==> config.mk <==
export PLATFORM = sky130hd
export DESIGN_NAME = gpio_port
export DESIGN_NICKNAME = d
export VERILOG_FILES = /design/src/logic/gpio_pkg.sv /design/src/logic/sync_if.sv /design/src/logic/gpio_port.sv /design/src/logic/input_sync.sv
export SDC_FILE = /design/constraint.sdc
export NUM_CORES = 1
export LEC_CHECK = 0
export BUFFER_PORTS_ARGS = -buffer_cell sky130_fd_sc_hd__buf_2
export CORE_ASPECT_RATIO = 0.7
export CORE_UTILIZATION = 55
export CTS_CLUSTER_DIAMETER = 60
export CTS_CLUSTER_SIZE = 40
export DETAILED_ROUTE_END_ITERATION = 16
export PLACE_DENSITY = 0.83
export SYNTH_ARGS = -nofsm -noshare
export SYNTH_HDL_FRONTEND = slang
export SYNTH_SLANG_ARGS = --single-unit
==> constraint.sdc <==
create_clock -name mclk -period 1.3 [get_ports mclk]
set_input_delay 0 -clock mclk [delete_from_list [all_inputs] [get_ports mclk]]
set_output_delay 0 -clock mclk [all_outputs]
set_load 0.005 [all_outputs]
==> src/logic/gpio_pkg.sv <==
// constants and layouts shared by the bidirectional port design
// Summary of operation
// - eight-bit port, each bit can be input or output.
// - direction bit one turns the pin driver off, pin is input.
// - direction bit zero drives the pin from the output latch.
// - pin-level register reads pin levels; writing it loads the output latch.
// - output latch readable on its own, returning latched value for read-modify-write.
// - an enabled sharing peripheral takes the pin away from general I/O.
// - bit 4 shares timer clock input and comparator output; Schmitt input there.
// - bits 6 and 7 are oscillator pins or I/O by oscillator configuration.
// - bits 6 and 7 read zero in pin, direction, latch when not port pins.
// - analog configuration selects analog or digital for bits 3..0 and 5.
// - after reset bits 5, 3..0 analog reading zero; bit 4 digital input.
// - comparators can claim bits 0..5; software turns them off for digital inputs.
// - direction bits keep driver control on analog pins; software keeps them set.
// - change on second port bits 7..4 sets flag; enable gates, priority selects.
package gpio_pkg;
  localparam int PORT_W = 8;
  localparam int CHG_W = 4;
  localparam int ADDR_W = 3;

  // ----------------------------------------------------------------
  // register offsets
  // ----------------------------------------------------------------
  localparam logic [2:0] OFS_PIN_LEVEL = 3'h0;
  localparam logic [2:0] OFS_LATCH = 3'h1;
  localparam logic [2:0] OFS_DIRECTION = 3'h2;
  localparam logic [2:0] OFS_ANALOG_CFG = 3'h3;
  localparam logic [2:0] OFS_COMP_CTRL = 3'h4;
  localparam logic [2:0] OFS_INT_STATUS = 3'h5;
  localparam logic [2:0] OFS_INT_MASK = 3'h6;
  localparam logic [2:0] OFS_INT_PRIO = 3'h7;

  // ----------------------------------------------------------------
  // field positions
  // ----------------------------------------------------------------
  // analog config: bits 3..0 map to pins 3..0, bit 4 maps to pin 5
  localparam int ACFG_PIN5_BIT = 4;
  localparam int COMP_IN_BIT = 0;
  localparam int COMP1_OUT_BIT = 1;
  localparam int COMP2_OUT_BIT = 2;
  localparam int CHG_FLAG_BIT = 0;
  localparam int TIMER_PIN = 4;
  localparam int COMP2_PIN = 5;
  localparam int OSC_PIN_LO = 6;

  // ----------------------------------------------------------------
  // reset values
  // ----------------------------------------------------------------
  localparam logic [7:0] RST_LATCH = 8'h00;
  localparam logic [7:0] RST_DIRECTION = 8'hFF;
  localparam logic [4:0] RST_ANALOG_CFG = 5'h1F;
  localparam logic [2:0] RST_COMP_CTRL = 3'h0;
endpackage

==> src/logic/sync_if.sv <==
// bundle between the input synchroniser and the port core
`timescale 1ns/1ps
interface sync_if #(parameter int W = 12);
  logic [W-1:0] raw;
  logic [W-1:0] synced;
  logic [W-1:0] changed;
  modport producer (input raw, output synced, output changed);
  modport consumer (output raw, input synced, input changed);
endinterface

==> src/logic/gpio_port.sv <==
// eight-bit bidirectional port with change interrupt on second port
//
// Chosen here: the strobed register port and the register offsets.
`timescale 1ns/1ps
module gpio_port
  import gpio_pkg::*;
(
  input wire logic mclk,
  input wire logic reset_n,
  input wire logic ce,
  input wire logic [gpio_pkg::ADDR_W-1:0] addr,
  input wire logic [7:0] wdata,
  input wire logic wr_en,
  input wire logic rd_en,
  output logic [7:0] rdata,
  input wire logic [gpio_pkg::PORT_W-1:0] pin_in,
  output logic [gpio_pkg::PORT_W-1:0] pin_out,
  output logic [gpio_pkg::PORT_W-1:0] pin_oe_n,
  input wire logic [gpio_pkg::CHG_W-1:0] second_port_in,
  input wire logic osc_pins_as_io,
  input wire logic comparator_one_output,
  input wire logic comparator_two_output,
  output logic timer_clock_input,
  output logic [gpio_pkg::CHG_W-1:0] second_port_level,
  output logic irq,
  output logic irq_high_prio
);
  import gpio_pkg::*;

  // ----------------------------------------------------------------
  // synchroniser
  // ----------------------------------------------------------------
  localparam int SW = PORT_W + CHG_W;

  sync_if #(.W(SW)) sif ();

  assign sif.raw = {second_port_in, pin_in};

  input_sync #(.W(SW)) u_sync (
    .mclk(mclk),
    .reset_n(reset_n),
    .ce(ce),
    .sif(sif)
  );

  logic [PORT_W-1:0] pin_sync;
  logic [CHG_W-1:0] chg_sync;
  assign pin_sync = sif.synced[PORT_W-1:0];
  assign chg_sync = sif.synced[SW-1:PORT_W];

  // ----------------------------------------------------------------
  // registers
  // ----------------------------------------------------------------
  logic [7:0] output_latch_reg_a_r, output_latch_reg_a_nxt;
  logic [7:0] direction_reg_a_r, direction_reg_a_nxt;
  logic [4:0] analog_config_control_r, analog_config_control_nxt;
  logic [2:0] comparator_control_r, comparator_control_nxt;
  logic port_change_flag_r, port_change_flag_nxt;
  logic port_change_enable_r, port_change_enable_nxt;
  logic port_change_priority_r, port_change_priority_nxt;
  logic [7:0] rdata_r, rdata_nxt;
  logic [7:0] pin_out_r, pin_out_nxt;
  logic [7:0] pin_oe_n_r, pin_oe_n_nxt;

  // expand the five-bit analog selection onto port bit positions
  function automatic logic [7:0] analog_pins(input logic [4:0] cfg);
    analog_pins = {2'b00, cfg[ACFG_PIN5_BIT], 1'b0, cfg[3:0]};
  endfunction

  logic [7:0] port_mask;
  logic [7:0] analog_mask;
  logic [7:0] digital_in_mask;
  logic [7:0] pin_read;
  logic chg_event;

  always_comb begin
    // oscillator pins join the port only when configured as I/O
    port_mask = {osc_pins_as_io, osc_pins_as_io, 6'h3F};
    analog_mask = analog_pins(analog_config_control_r);
    // comparators own the inputs of bits 3..0 while on
    digital_in_mask = port_mask & ~analog_mask
      & ~{4'h0, {4{comparator_control_r[COMP_IN_BIT]}}};
    // analog pins read as zero; disabled oscillator pins too
    pin_read = pin_sync & digital_in_mask;
  end

  // any change on upper second-port bits
  assign chg_event = |sif.changed[SW-1:PORT_W];

  always_comb begin
    output_latch_reg_a_nxt = output_latch_reg_a_r;
    direction_reg_a_nxt = direction_reg_a_r;
    analog_config_control_nxt = analog_config_control_r;
    comparator_control_nxt = comparator_control_r;
    port_change_flag_nxt = port_change_flag_r;
    port_change_enable_nxt = port_change_enable_r;
    port_change_priority_nxt = port_change_priority_r;
    rdata_nxt = rdata_r;
    if (wr_en) begin
      unique case (addr)
        // write to pin-level register lands in the latch
        OFS_PIN_LEVEL: output_latch_reg_a_nxt = wdata;
        OFS_LATCH: output_latch_reg_a_nxt = wdata;
        OFS_DIRECTION: direction_reg_a_nxt = wdata;
        OFS_ANALOG_CFG: analog_config_control_nxt = wdata[4:0];
        OFS_COMP_CTRL: comparator_control_nxt = wdata[2:0];
        OFS_INT_STATUS: ;
        OFS_INT_MASK: port_change_enable_nxt = wdata[CHG_FLAG_BIT];
        OFS_INT_PRIO: port_change_priority_nxt = wdata[CHG_FLAG_BIT];
      endcase
    end
    if (rd_en) begin
      unique case (addr)
        OFS_PIN_LEVEL: rdata_nxt = pin_read;
        // latched value; disabled bits read zero
        OFS_LATCH: rdata_nxt = output_latch_reg_a_r & port_mask;
        OFS_DIRECTION: rdata_nxt = direction_reg_a_r & port_mask;
        OFS_ANALOG_CFG: rdata_nxt = {3'h0, analog_config_control_r};
        OFS_COMP_CTRL: rdata_nxt = {5'h00, comparator_control_r};
        OFS_INT_STATUS: rdata_nxt = {7'h00, port_change_flag_r};
        OFS_INT_MASK: rdata_nxt = {7'h00, port_change_enable_r};
        OFS_INT_PRIO: rdata_nxt = {7'h00, port_change_priority_r};
      endcase
      // reading status clears the flag
      if (addr == OFS_INT_STATUS) begin
        port_change_flag_nxt = 1'b0;
      end
    end
    // a change in the clearing cycle is kept
    if (chg_event) begin
      port_change_flag_nxt = 1'b1;
    end
  end

  // ----------------------------------------------------------------
  // pin drive
  // ----------------------------------------------------------------
  always_comb begin
    // drive from the latch where direction is zero
    pin_out_nxt = output_latch_reg_a_r;
    // direction one releases the driver; holds on analog pins too
    pin_oe_n_nxt = direction_reg_a_r;
    // comparator one output takes bit 4
    if (comparator_control_r[COMP1_OUT_BIT]) begin
      pin_out_nxt[TIMER_PIN] = comparator_one_output;
      pin_oe_n_nxt[TIMER_PIN] = 1'b0;
    end
    // comparator two output takes bit 5
    if (comparator_control_r[COMP2_OUT_BIT]) begin
      pin_out_nxt[COMP2_PIN] = comparator_two_output;
      pin_oe_n_nxt[COMP2_PIN] = 1'b0;
    end
    // oscillator owns bits 7..6 unless they are port pins
    if (!osc_pins_as_io) begin
      pin_out_nxt[7:OSC_PIN_LO] = 2'b00;
      pin_oe_n_nxt[7:OSC_PIN_LO] = 2'b11;
    end
  end

  always_ff @(posedge mclk) begin
    if (!reset_n) begin
      output_latch_reg_a_r <= RST_LATCH;
      direction_reg_a_r <= RST_DIRECTION;
      // analog at reset, bit 4 stays digital input
      analog_config_control_r <= RST_ANALOG_CFG;
      comparator_control_r <= RST_COMP_CTRL;
      port_change_flag_r <= 1'b0;
      port_change_enable_r <= 1'b0;
      port_change_priority_r <= 1'b0;
      rdata_r <= 8'h00;
      pin_out_r <= RST_LATCH;
      pin_oe_n_r <= RST_DIRECTION;
    end else if (ce) begin
      output_latch_reg_a_r <= output_latch_reg_a_nxt;
      direction_reg_a_r <= direction_reg_a_nxt;
      analog_config_control_r <= analog_config_control_nxt;
      comparator_control_r <= comparator_control_nxt;
      port_change_flag_r <= port_change_flag_nxt;
      port_change_enable_r <= port_change_enable_nxt;
      port_change_priority_r <= port_change_priority_nxt;
      rdata_r <= rdata_nxt;
      pin_out_r <= pin_out_nxt;
      pin_oe_n_r <= pin_oe_n_nxt;
    end
  end

  // ----------------------------------------------------------------
  // outputs
  // ----------------------------------------------------------------
  assign rdata = rdata_r;
  assign pin_out = pin_out_r;
  assign pin_oe_n = pin_oe_n_r;
  // timer clock taken from the synchronised bit 4 level
  assign timer_clock_input = pin_sync[TIMER_PIN];
  assign second_port_level = chg_sync;
  // enable gates the flag, priority also raises the high-priority output
  assign irq = port_change_flag_r & port_change_enable_r;
  assign irq_high_prio = irq & port_change_priority_r;
endmodule

==> src/logic/input_sync.sv <==
// two-stage input synchroniser with per-bit change pulse
`timescale 1ns/1ps
module input_sync #(
  parameter int W = 12
) (
  input wire logic mclk,
  input wire logic reset_n,
  input wire logic ce,
  sync_if.producer sif
);
  logic [W-1:0] meta_r, meta_nxt;
  logic [W-1:0] sync_r, sync_nxt;
  logic [W-1:0] prev_r, prev_nxt;
  logic [2:0] primed_r, primed_nxt;

  always_comb begin
    meta_nxt = sif.raw;
    sync_nxt = meta_r;
    prev_nxt = sync_r;
    primed_nxt = {primed_r[1:0], 1'b1};
  end

  always_ff @(posedge mclk) begin
    if (!reset_n) begin
      meta_r <= '0;
      sync_r <= '0;
      prev_r <= '0;
      primed_r <= 3'h0;
    end else if (ce) begin
      meta_r <= meta_nxt;
      sync_r <= sync_nxt;
      prev_r <= prev_nxt;
      primed_r <= primed_nxt;
    end
  end

  assign sif.synced = sync_r;
  // no change reported until sync and history stages both hold real pin data,
  // so a pin that idles high does not look like an edge after reset
  assign sif.changed = primed_r[2] ? (sync_r ^ prev_r) : '0;
endmodule

* Word level (Yosys, flattened, before mapping)
Index checks and enable logic that the tools add are counted.
** Cells by class
- Reductions and logical operators :: 13
- Mux-type cells :: 11
- Bitwise operators :: 10
- Eq/ne operators :: 7
** Operator list (number)
- $pmux W8 S8 :: 1
- $and A8 B8 Y8 :: 5
- $reduce_and A3 Y1 :: 7
- $eq A3 B3 Y1 const B :: 4
- $mux W12 :: 1
- $xor A12 B12 Y12 :: 1
- $not A4 Y8 :: 1
- $not A6 Y8 :: 1
- $mux W1 :: 7
- $eq A3 B2 Y1 const B :: 2
- $mux W2 :: 2
- $reduce_bool A2 Y1 :: 2
- $reduce_or A4 Y1 :: 1
- $eq A3 B1 Y1 const B :: 1
- $logic_not A3 Y1 :: 1
- $and A1 B1 Y1 :: 2
- $reduce_and A2 Y1 :: 1
- $reduce_or A2 Y1 :: 1
** Word-level totals
- Register bits after elaboration :: 90
- Word-level logic and storage cells :: 55
- Input port bits :: 31

* Longest topological paths before layout
Gate-level depths: netlist (run 1).
- Depth after elaboration :: 5
- Gate-level depth with buffers :: 6
- Mapped depth without buffers :: 4

* Modules after synthesis
A second synthesis (run 1) with hierarchy kept.
** Second synthesis, totals
- Cell total of the unflattened synthesis :: 417
- Area, all modules :: 3986.3 um2
** Modules (own cells, without submodules)
- gpio_port :: cells an instance 267, area an instance 2322.2 um2, instances 1
- input_sync :: cells an instance 150, area an instance 1664.1 um2, instances 1

* Least setup slack after synthesis (run 1)
Ideal clock, no wire load.
- Path kind :: register -> register
- From :: reg comparator_control_r[0]
- To :: reg rdata_r[0] (netlist: rdata[0])
- Path slack :: 0.206 ns
- Library setup time :: 0.121 ns
- Clock period less this slack :: 1.094 ns
- Data arrival time :: 0.973 ns
- Cell stages (with the launch flop) :: 4
- Cell sequence :: dfxtp_1 mux4_2 a21oi_1 o31ai_1
** Between the ends
- Longest elaborated chain between the ends :: 4
** Ends and longest elaborated chain
- from (decl) :: line gpio_port.sv:57 : logic [2:0] comparator_control_r, comparator_control_nxt;
- from (signal assigned) :: line gpio_port.sv:177 : comparator_control_r <= comparator_control_nxt;
- $not A4 Y8 :: line gpio_port.sv:82 : & ~{4'h0, {4{comparator_control_r[COMP_IN_BIT]}}};
- $and A8 B8 Y8 :: line gpio_port.sv:82
- $and A8 B8 Y8 :: line gpio_port.sv:84 : pin_read = pin_sync & digital_in_mask;
- $pmux W8 S8 * :: line gpio_port.sv:113 : unique case (addr)
- to (signal assigned) :: line gpio_port.sv:181 : rdata_r <= rdata_nxt;
- to (decl) :: line gpio_port.sv:61 : logic [7:0] rdata_r, rdata_nxt;
Every way passes the cells marked *; elsewhere a longest branch is shown, timed or not.
A chain may end at the register's enable or synchronous reset.

* Worst setup path in the final report (run 1)
Same ends and word-level chain as after synthesis.

==> metrics.txt, run 1 <==
Top Metal Used=met4; register area share after synthesis=a little under half; Hold Vio Cnt, Final=0; Layout Nets=between 400 and 500; Rows=23; Yosys cell types=40; worst slew pin tran=0.4588 ns; CTS max path bufs=2; Critical Path RT=between 1.5 and 2 ns; Final Slew Violations=0; sw frac=about a quarter; status=finished clean; diode count=0; path type of the worst min-delay path=input port to flip-flop; Highest Clock Rate=just over 0.8 GHz; Logic pwr share=a little over a tenth; Mapped Cells=between 300 and 400; Tmin final=~1.2 ns; vias in the first global route=roughly 2,600; RePlAce Congestion=slightly below 0.9; register share of total power=a little under three fifths; Peak VDD IR=slightly below 0.0009 V; gr ovfl total=0; Initial DRC Count=between 150 and 200; Buf/Inv on CP=0; largest area contributor in the netlist=dfxtp_1; core area=0.005928 sq mm; largest delay contributor family on the critical path=multiplexers; worst-path cell chain=mux4_2 > a21oi_1 > o31ai_1; max-cap check violation count=0; CP max-delay cell=mux4_2; DP HPWL=around 5500 um; final core occ=roughly 72%; root buffer cell=clkbuf_8; post-synthesis cell area=~0.0035 sq mm; max_slew headroom=69.41%; global-route wire length before repair=between 10,000 and 15,000 um; async set-reset flop share out of synthesis=0%; final antenna-violating net count=0; initial antenna violation count=0; die span in y=between 60 and 70 um; vias after detailed routing=approximately 2,800; Die X=between 90 and 100 um; synth top area cells=dfxtp_1 (47%), mux2i_1 (16%), nor2b_1 (7.8%), nand2_1 (5.1%), a21boi_0 (2.3%); number of buffers created by CTS=9; CTS Sinks=a little over 80; Post-synth top cells=dfxtp_1 (82), mux2i_1 (55), nand2_1 (48), nor2b_1 (44), nand3_1 (14); I/O pin cnt=62; fin crit share=just over 90%; met2 routed WL=3402 um; Post-Synthesis Net Count=391; via/cell ratio=approximately 5.4; Internal Power=3596 uW; clk_skew=approximately 0.0065 ns; flops & latches, synth=82; share of cells above drive strength 1=22.27%; TNS Setup=0 ns; H-tree Lvls=3; Initial Util=59.29%; Fillers=438; most common cell in the netlist=dfxtp_1; WL final=7815 um; metal3 WL=about 740 um; RSZ-0062 raised after global routing=no; Placed Area=between 0.003 and 0.004 sq mm; Synth Flop Type=dfxtp_1; final setup fails=0; Clock transition at path regs=0.08 ns; Area growth syn-to-layout=22.11%; worst skew pair latency=0.34 ns; CTS tree=built; clock group share of total power=33.7%; Pleak=~0.0018 uW; critical path arrival=approximately 1.4 ns; Port Buffers=between 60 and 70; Avg Inst Size Synth=9.763 sq um; Ys Warns=0; setup slack at placement=approximately 0.077 ns; postcts setup bufs=0; crit start category=flip-flop; Critical Path Sink Type=flip-flop; Post-synth EDFFs=0; WL/cell=14.91 um; design area=about 0.0043 sq mm; Die ar.=0.006719 sq mm; wl on met1=3542 um; CP Class=flip-flop to flip-flop; router iterations before antenna repair=4; GRT Util Overall=24.39%; Power Dens Cells=~1100 mW/mm^2; critical path's largest stage delay=between 0.4 and 0.5 ns; final worst slack=~0.098 ns; hold slack=around 0.011 ns; largest net degree at the start of global routing=31; crit-path max FO=6; DR DRC count=0; Psw=roughly 1100 uW; Synth top area share=46.71%
[worst register-to-register path: stages (launching register included)]
cell and delay [ns]:
dfxtp_1 0.36, mux4_2 0.49, a21oi_1 0.17, o31ai_1 0.07
[power by group through the flow]
| stage | logic (uW) | registers [uW] | clock network [uW] |
|---|---|---|---|
| 4_1_cts | 505 | 2630 | 1620 |
| 5_1_grt | 557 | 2640 | 1720 |
| 3_5_place_dp | 452 | 2690 | 0 |
| 6_report | 508 | 2630 | 1600 |
| 2_1_floorplan | 306 | 2680 | 0 |
| 3_3_place_gp | 440 | 2690 | 0 |
[logic make-up after synthesis]
logic type,synth area share [%]
AND/OR/NAND/NOR,21.40
flip-flops,46.71
multiplexers,16.95
AO/OA/AOI/OAI,9.114
buffers and inverters,4.841
XOR/XNOR,0.9967
[through the flow]
step           instances  total power [uW]
2_1_floorplan        360              2985
3_3_place_gp         486              3130
3_5_place_dp         486              3144
4_1_cts              524              4761
5_1_grt              524              4917
6_report             524              4743
[worst paths after layout]
| kind | from | endpoint | slack (ns) | depth (start not counted) |
|---|---|---|---|---|
| worst max-delay path | comparator_control_r[0] | rdata[0] | 0.1 | 3 |
| worst min-delay path | comparator_two_output | pin_out[5] | 0.01 | 4 |
| worst max register to register | comparator_control_r[0] | rdata[0] | 0.1 | 3 |
| worst min register to register | pin_oe_n[0] | pin_oe_n[0] | 0.47 | 2 |
[metal layers]
metal / up-vias / track usage, %
met5: - / 0
met2: 111 / 38.11
met1: 1292 / 32.31
li1: 1406 / -
met4: 0 / 9.926
met3: 12 / 6.956
[placed cells by master (no fill, tap or decap), drive strengths merged]
| master | synthesis | routed |
|---|---|---|
| a21boi | 11 | 11 |
| a21o | 1 | 1 |
| a21oi | 6 | 6 |
| a221oi | 2 | 2 |
| a22oi | 3 | 3 |
| a2bb2oi | 1 | 1 |
| a32o | 2 | 2 |
| and2 | 2 | 2 |
| and3 | 1 | 1 |
| buf | 15 | 79 |
| clkbuf | 13 | 14 |
| clkinv | 0 | 1 |
| clkinvlp | 0 | 1 |
| dfxtp | 82 | 82 |
| dlygate4sd3 | 0 | 22 |
| inv | 6 | 6 |
| mux2i | 55 | 55 |
| mux4 | 2 | 2 |
| nand2 | 49 | 49 |
| nand2b | 5 | 5 |
| nand3 | 14 | 14 |
| nand3b | 3 | 3 |
| nand4 | 1 | 1 |
| nor2 | 6 | 6 |
| nor2b | 44 | 44 |
| nor3 | 5 | 5 |
| nor3b | 5 | 5 |
| o211a | 2 | 2 |
| o211ai | 1 | 1 |
| o21a | 1 | 1 |
| o21ai | 5 | 5 |
| o221ai | 2 | 2 |
| o22ai | 1 | 1 |
| o2bb2ai | 2 | 2 |
| o31ai | 4 | 4 |
| or3 | 4 | 4 |
| xnor2 | 4 | 4 |
[flip-flops by register name, summed over array words and instances, names as in the netlist, 3 cells and up]
register,count
u_sync.meta_r,12
u_sync.primed_r,3
rdata,8
u_sync.sif.synced,12
output_latch_reg_a_r,8
direction_reg_a_r,8
analog_config_control_r,5
u_sync.prev_r,4
pin_oe_n,8
comparator_control_r,3
pin_out,8
[what timing repair did]
| action | CTS | global route |
|---|---|---|
| endpoints found under the hold margin | 37 | 0 |
| resized for setup | 0 | 1 |
| hold buffers | 22 | 0 |
| setup endpoints to repair | 0 | 1 |
[final cells by class]
class / instances / area [sq um] / share of cell area [%]
Multi-Input combinational cell: 244 / 1708 / 39.80
Sequential cell: 82 / 1642 / 38.25
Timing Repair Buffer: 101 / 660.6 / 15.39
Clock buffer: 14 / 152.6 / 3.557
Tap cell: 75 / 93.84 / 2.187
Inverter: 6 / 22.52 / 0.5248
Clock inverter: 2 / 12.51 / 0.2915
(Power assumes the default switching activity.)
==> run 2, diff against run 1 <==
- ABC_CLOCK_PERIOD_IN_PS: not set -> 1300
- PLACE_DENSITY: 0.83 -> 0.79
==> metrics.txt, run 2 (synthesis gave the netlist of run 1 again) <==
DP HPWL=between 5000 and 6000 um; crit-path max FO=6; worst skew pair latency=roughly 0.35 ns; largest net degree at the start of global routing=37; H-tree Lvls=3; GRT Util Overall=24.69%; Hold EP=rdata[2]; Port Buffers=about 60; WL final=a little under 8000 um; I/O pin cnt=between 60 and 70; Peak VDD IR=between 0.0006 and 0.0007 V; WL/cell=roughly 15 um; number of buffers created by CTS=9; Area growth syn-to-layout=22.43%; CP Class=flip-flop to flip-flop; Reg-to-Reg End=rdata[0]; TNS Setup=0 ns; die span in y=just under 70 um; worst slew pin tran=between 0.4 and 0.5 ns; global-route wire length before repair=around 13,000 um; Highest Clock Rate=between 0.8 and 0.9 GHz; status=finished clean; RePlAce Congestion=0.8946; Final Instance Count excl. Fillers=about 520; commonest cells after routing, fill and taps aside=dfxtp_1 (82), buf_2 (61), mux2i_1 (55); Power Dens Cells=roughly 1200 mW/mm^2; router iterations before antenna repair=4; Initial Util=about 59%; final antenna-violating net count=0; Hold Vio Cnt, Final=0; fin crit share=between 90% and 100%; DR DRC count=0; Top Metal Used=met4; cell count after placement=between 400 and 500; RSZ-0062 raised after global routing=no; met2 routed WL=~3400 um; initial antenna violation count=0; Layout Nets=472; Worst R2R Path Depth=3; path type of the worst min-delay path=input port to flip-flop; Critical Path Sink Type=flip-flop; worst hold stages=3; CTS Sinks=between 80 and 90; wl on met1=roughly 3800 um; Final Slew Violations=0; core area=about 0.006 sq mm; gr ovfl total=0; via/cell ratio=about 5.3; final setup fails=0; Critical Path RT=approximately 1.5 ns; critical path arrival=approximately 1.4 ns; Die X=97.55 um; final core occ=between 70% and 80%; CTS tree=built; share of cells above drive strength 1=22.20%; vias after detailed routing=around 2,800; max_slew headroom=around 68%; Die ar.=0.006719 sq mm; diode count=0; CTS max path bufs=2; Tmin final=around 1.2 ns; Rows=23; commonest non-fill, non-tap cell in the layout=dfxtp_1; r2r setup slk=~0.12 ns; r2r startpoint=comparator_control_r[0]; crit start category=flip-flop; clk_skew=~0.0084 ns; max-cap check violation count=0; Clock transition at path regs=approximately 0.08 ns; Hold Crit Start=rd_en; Initial DRC Count=about 170; vias in the first global route=2,594; metal3 WL=556 um; Fillers=about 470; Pleak=~0.0019 uW; root buffer cell=clkbuf_8
==> run 2: what timing repair did <==
item,CTS,global route
endpoints found under the hold margin,42,0
resized for setup,0,1
hold buffers,23,0
endpoints found under the setup margin,0,1
buffers inserted,0,0
==> run 2: stage by stage <==
step                      area [sq um]  setup WS (ns)  total power (uW)  hold slack (ns)
after detailed placement          3871        0.04064              3140           0.2333
after floorplan                   3515         0.2064              2985           0.1242
after global placement            3871        0.09615              3126           0.2291
after CTS                         4297        0.07101              4977          0.05800
after global routing              4303        0.03248              5144          0.08203
final                             4303         0.1210              4959          0.05861
==> run 2: cell type report <==
| type | count | area [sq um] | share of cell area, % |
|---|---|---|---|
| Clock inverter | 5 | 53.80 | 1.250 |
| Inverter | 6 | 22.52 | 0.5234 |
| Multi-Input combinational cell | 244 | 1709 | 39.72 |
| Clock buffer | 11 | 141.4 | 3.286 |
| Sequential cell | 82 | 1642 | 38.15 |
| Tap cell | 75 | 93.84 | 2.181 |
| Timing Repair Buffer | 98 | 640.6 | 14.89 |
==> run 2: critical path, cell delays in order (launching register included) <==
cell and delay (ns):
dfxtp_1 0.37, mux4_2 0.46, a21oi_1 0.17, o31ai_1 0.07
==> run 2: worst max-delay path by stage <==
stage                                          start        to  slack, ns  cells after the start
after floorplan              comparator_control_r[0]  rdata[0]       0.21                      3
after global placement                       addr[0]  rdata[3]        0.1                      5
after detailed placement                     addr[1]  rdata[0]       0.04                      6
after CTS                 analog_config_control_r[0]  rdata[0]       0.07                      4
after global routing         comparator_control_r[2]  rdata[2]       0.03                      4
final                        comparator_control_r[0]  rdata[0]       0.12                      3
==> run 2: metal layers <==
| layer | up-vias | track usage, % |
|---|---|---|
| met3 | 16 | 6.149 |
| met4 | 0 | 9.926 |
| met2 | 101 | 38.99 |
| li1 | 1391 | - |
| met1 | 1263 | 33.04 |
| met5 | - | 0 |
==> run 2: power breakdown <==
group	internal (uW)	leakage, uW	total [uW]	switching, uW
clock network	934	0.000103	1820	885
logic	260	0.00109	506	246
registers	2580	0.000667	2630	49.7
total	3780	0.00186	4960	1180
==> run 3, diff against run 2 <==
- CORE_ASPECT_RATIO: 0.7 -> not set
==> metrics.txt, run 3 (synthesis gave the netlist of run 1 again) <==
number of buffers created by CTS=9; Critical path origin=port_change_flag_r; fin crit share=93.05%; vias after detailed routing=approximately 2,800; WL/cell=15.02 um; largest net degree at the start of global routing=41; Die X=81.94 um; CP Class=flip-flop to flip-flop; commonest non-fill, non-tap cell in the layout=dfxtp_1; Buf/Inv on CP=0; status=finished clean; r2r startpoint=port_change_flag_r; GRT Util Overall=around a quarter; core area=about 0.006 sq mm; Reg area=0.001642 sq mm; Peak VDD IR=slightly above 0.0007 V; CTS tree=built; critical path's largest stage delay=approximately 0.49 ns; worst slew pin tran=between 0.5 and 0.6 ns; critical path arrival=approximately 1.4 ns; met1 usage=approximately a third; gr ovfl total=0; clk_skew=0.005496 ns; Pleak=0.001819 uW; H-tree Lvls=3; cell count after placement=about 480; Worst R2R Path Depth=3; Final Instance Count excl. Fillers=around 520; worst setup path end=rdata[0]; Highest Clock Rate=~0.83 GHz; diode count=0; Initial Util=58.33%; Clock transition at path regs=roughly 0.08 ns; CP max-delay cell=mux4_2; Power Dens Cells=1117 mW/mm^2; max-cap check violation count=0; crit-path max FO=4; final antenna-violating net count=0; Die ar.=between 0.006 and 0.007 sq mm; Final Total Pwr=4752 uW; largest delay contributor family on the critical path=multiplexers; via/cell ratio=5.418; WL final=7763 um; commonest cells after routing, fill and taps aside=dfxtp_1 (82), buf_2 (61), mux2i_1 (55); CTS max path bufs=2; Layout Nets=approximately 470; Critical Path Sink Type=flip-flop; worst skew pair latency=0.34 ns; TNS Setup=0 ns; initial antenna violation count=0; I/O pin cnt=slightly above 60; Critical Path RT=between 1.5 and 2 ns; Initial DRC Count=approximately 180; RSZ-0062 raised after global routing=no; Final Slew Violations=0; CTS Sinks=82; DP HPWL=about 5400 um; Fillers=468; Crit path depth=3; global-route wire length before repair=roughly 12,000 um; path type of the worst min-delay path=input port to flip-flop; Port Buffers=61; Rows=28; busiest layer in global routing=met2; max_slew headroom=approximately two thirds; DR DRC count=0; crit start category=flip-flop; footprint of the multi-input gates=about 0.0017 sq mm; share of cells above drive strength 1=around a fifth; cts repair resizes=0; r2r setup slk=0.09 ns; root buffer cell=clkbuf_8; final setup fails=0; vias in the first global route=roughly 2,500; worst-path cell chain=mux4_2 > a21oi_1 > o31ai_1; met2 GRT Util=a little under 40%; Tmin final=around 1.2 ns; Hold Vio Cnt, Final=0; die span in y=81.94 um; router iterations before antenna repair=4; RePlAce Congestion=~0.9; Reg-to-Reg End=rdata[0]; Area growth syn-to-layout=21.04%; met3 Use GR=4.444%
==> run 3: cell types whose count changed in the layout (fill, tap and decap cells not counted) <==
| cell | before | now |
|---|---|---|
| clkinv_4 | 1 | 0 |
| clkinvlp_4 | 0 | 3 |
| dlygate4sd3_1 | 23 | 22 |
| a221oi_1 | 1 | 2 |
| clkinv_2 | 3 | 1 |
| buf_4 | 14 | 10 |
| bufinv_16 | 1 | 0 |
| clkbuf_1 | 1 | 2 |
| a221oi_2 | 1 | 0 |
| buf_12 | 0 | 1 |
==> run 3: final cells by class <==
class                      count  area share, %
multi-input combinational    244          40.03
sequential                    82          38.59
timing repair buffer          94          14.59
clock buffer                  12          3.412
tap                           75          2.206
clock inverter                 4         0.6471
inverter                       6         0.5294
==> run 3: worst min-delay path by stage <==
stage / start / end / slack (ns) / depth (start not counted)
global route: comparator_one_output / pin_out[4] / 0.03 / 4
detailed placement: wdata[5] / direction_reg_a_r[5] / 0.24 / 3
finish: comparator_one_output / pin_out[4] / 0.01 / 4
CTS: comparator_one_output / pin_out[4] / 0.004 / 4
floorplan: wdata[1] / direction_reg_a_r[1] / 0.12 / 2
global placement: wdata[5] / direction_reg_a_r[5] / 0.23 / 3
==> run 3: what timing repair did <==
item / in CTS / in global routing
hold endpoints to repair: 35 / 0
hold buffers: 22 / 0
buffers inserted: 0 / 0
==> run 3: tightest hold or removal path, stage by stage <==
cell and delay, ns:
buf_2 0.07, mux2i_1 0.05, nand2_1 0.06, o211a_1 0.14
==> run 3: metrics by stage <==
step | worst slack [ns] | hold slack (ns) | util [%] | cell area [sq um]
global placement | 0.1083 | 0.2339 | 64.08 | 3861
finish | 0.09029 | 0.01248 | 70.60 | 4254
global route | 0.05874 | 0.03205 | 70.60 | 4254
detailed placement | 0.1066 | 0.2375 | 64.08 | 3861
floorplan | 0.2064 | 0.1242 | - | 3515
CTS | 0.1023 | 0.004491 | 70.60 | 4254
==> run 3: power breakdown <==
part,internal [uW],switching (uW),total (uW)
Combinational,254,242,496
Clock,744,877,1620
Sequential,2580,50.4,2630
Total,3580,1170,4750
==> run 3: layer usage <==
| layer | share of wire, % | vias to the layer above |
|---|---|---|
| met3 | 4.5 | 15 |
| met4 | 1.9 | 0 |
| met1 | 47 | 1319 |
| met2 | 47 | 79 |
| met5 | 0 | - |
| li1 | - | 1388 |
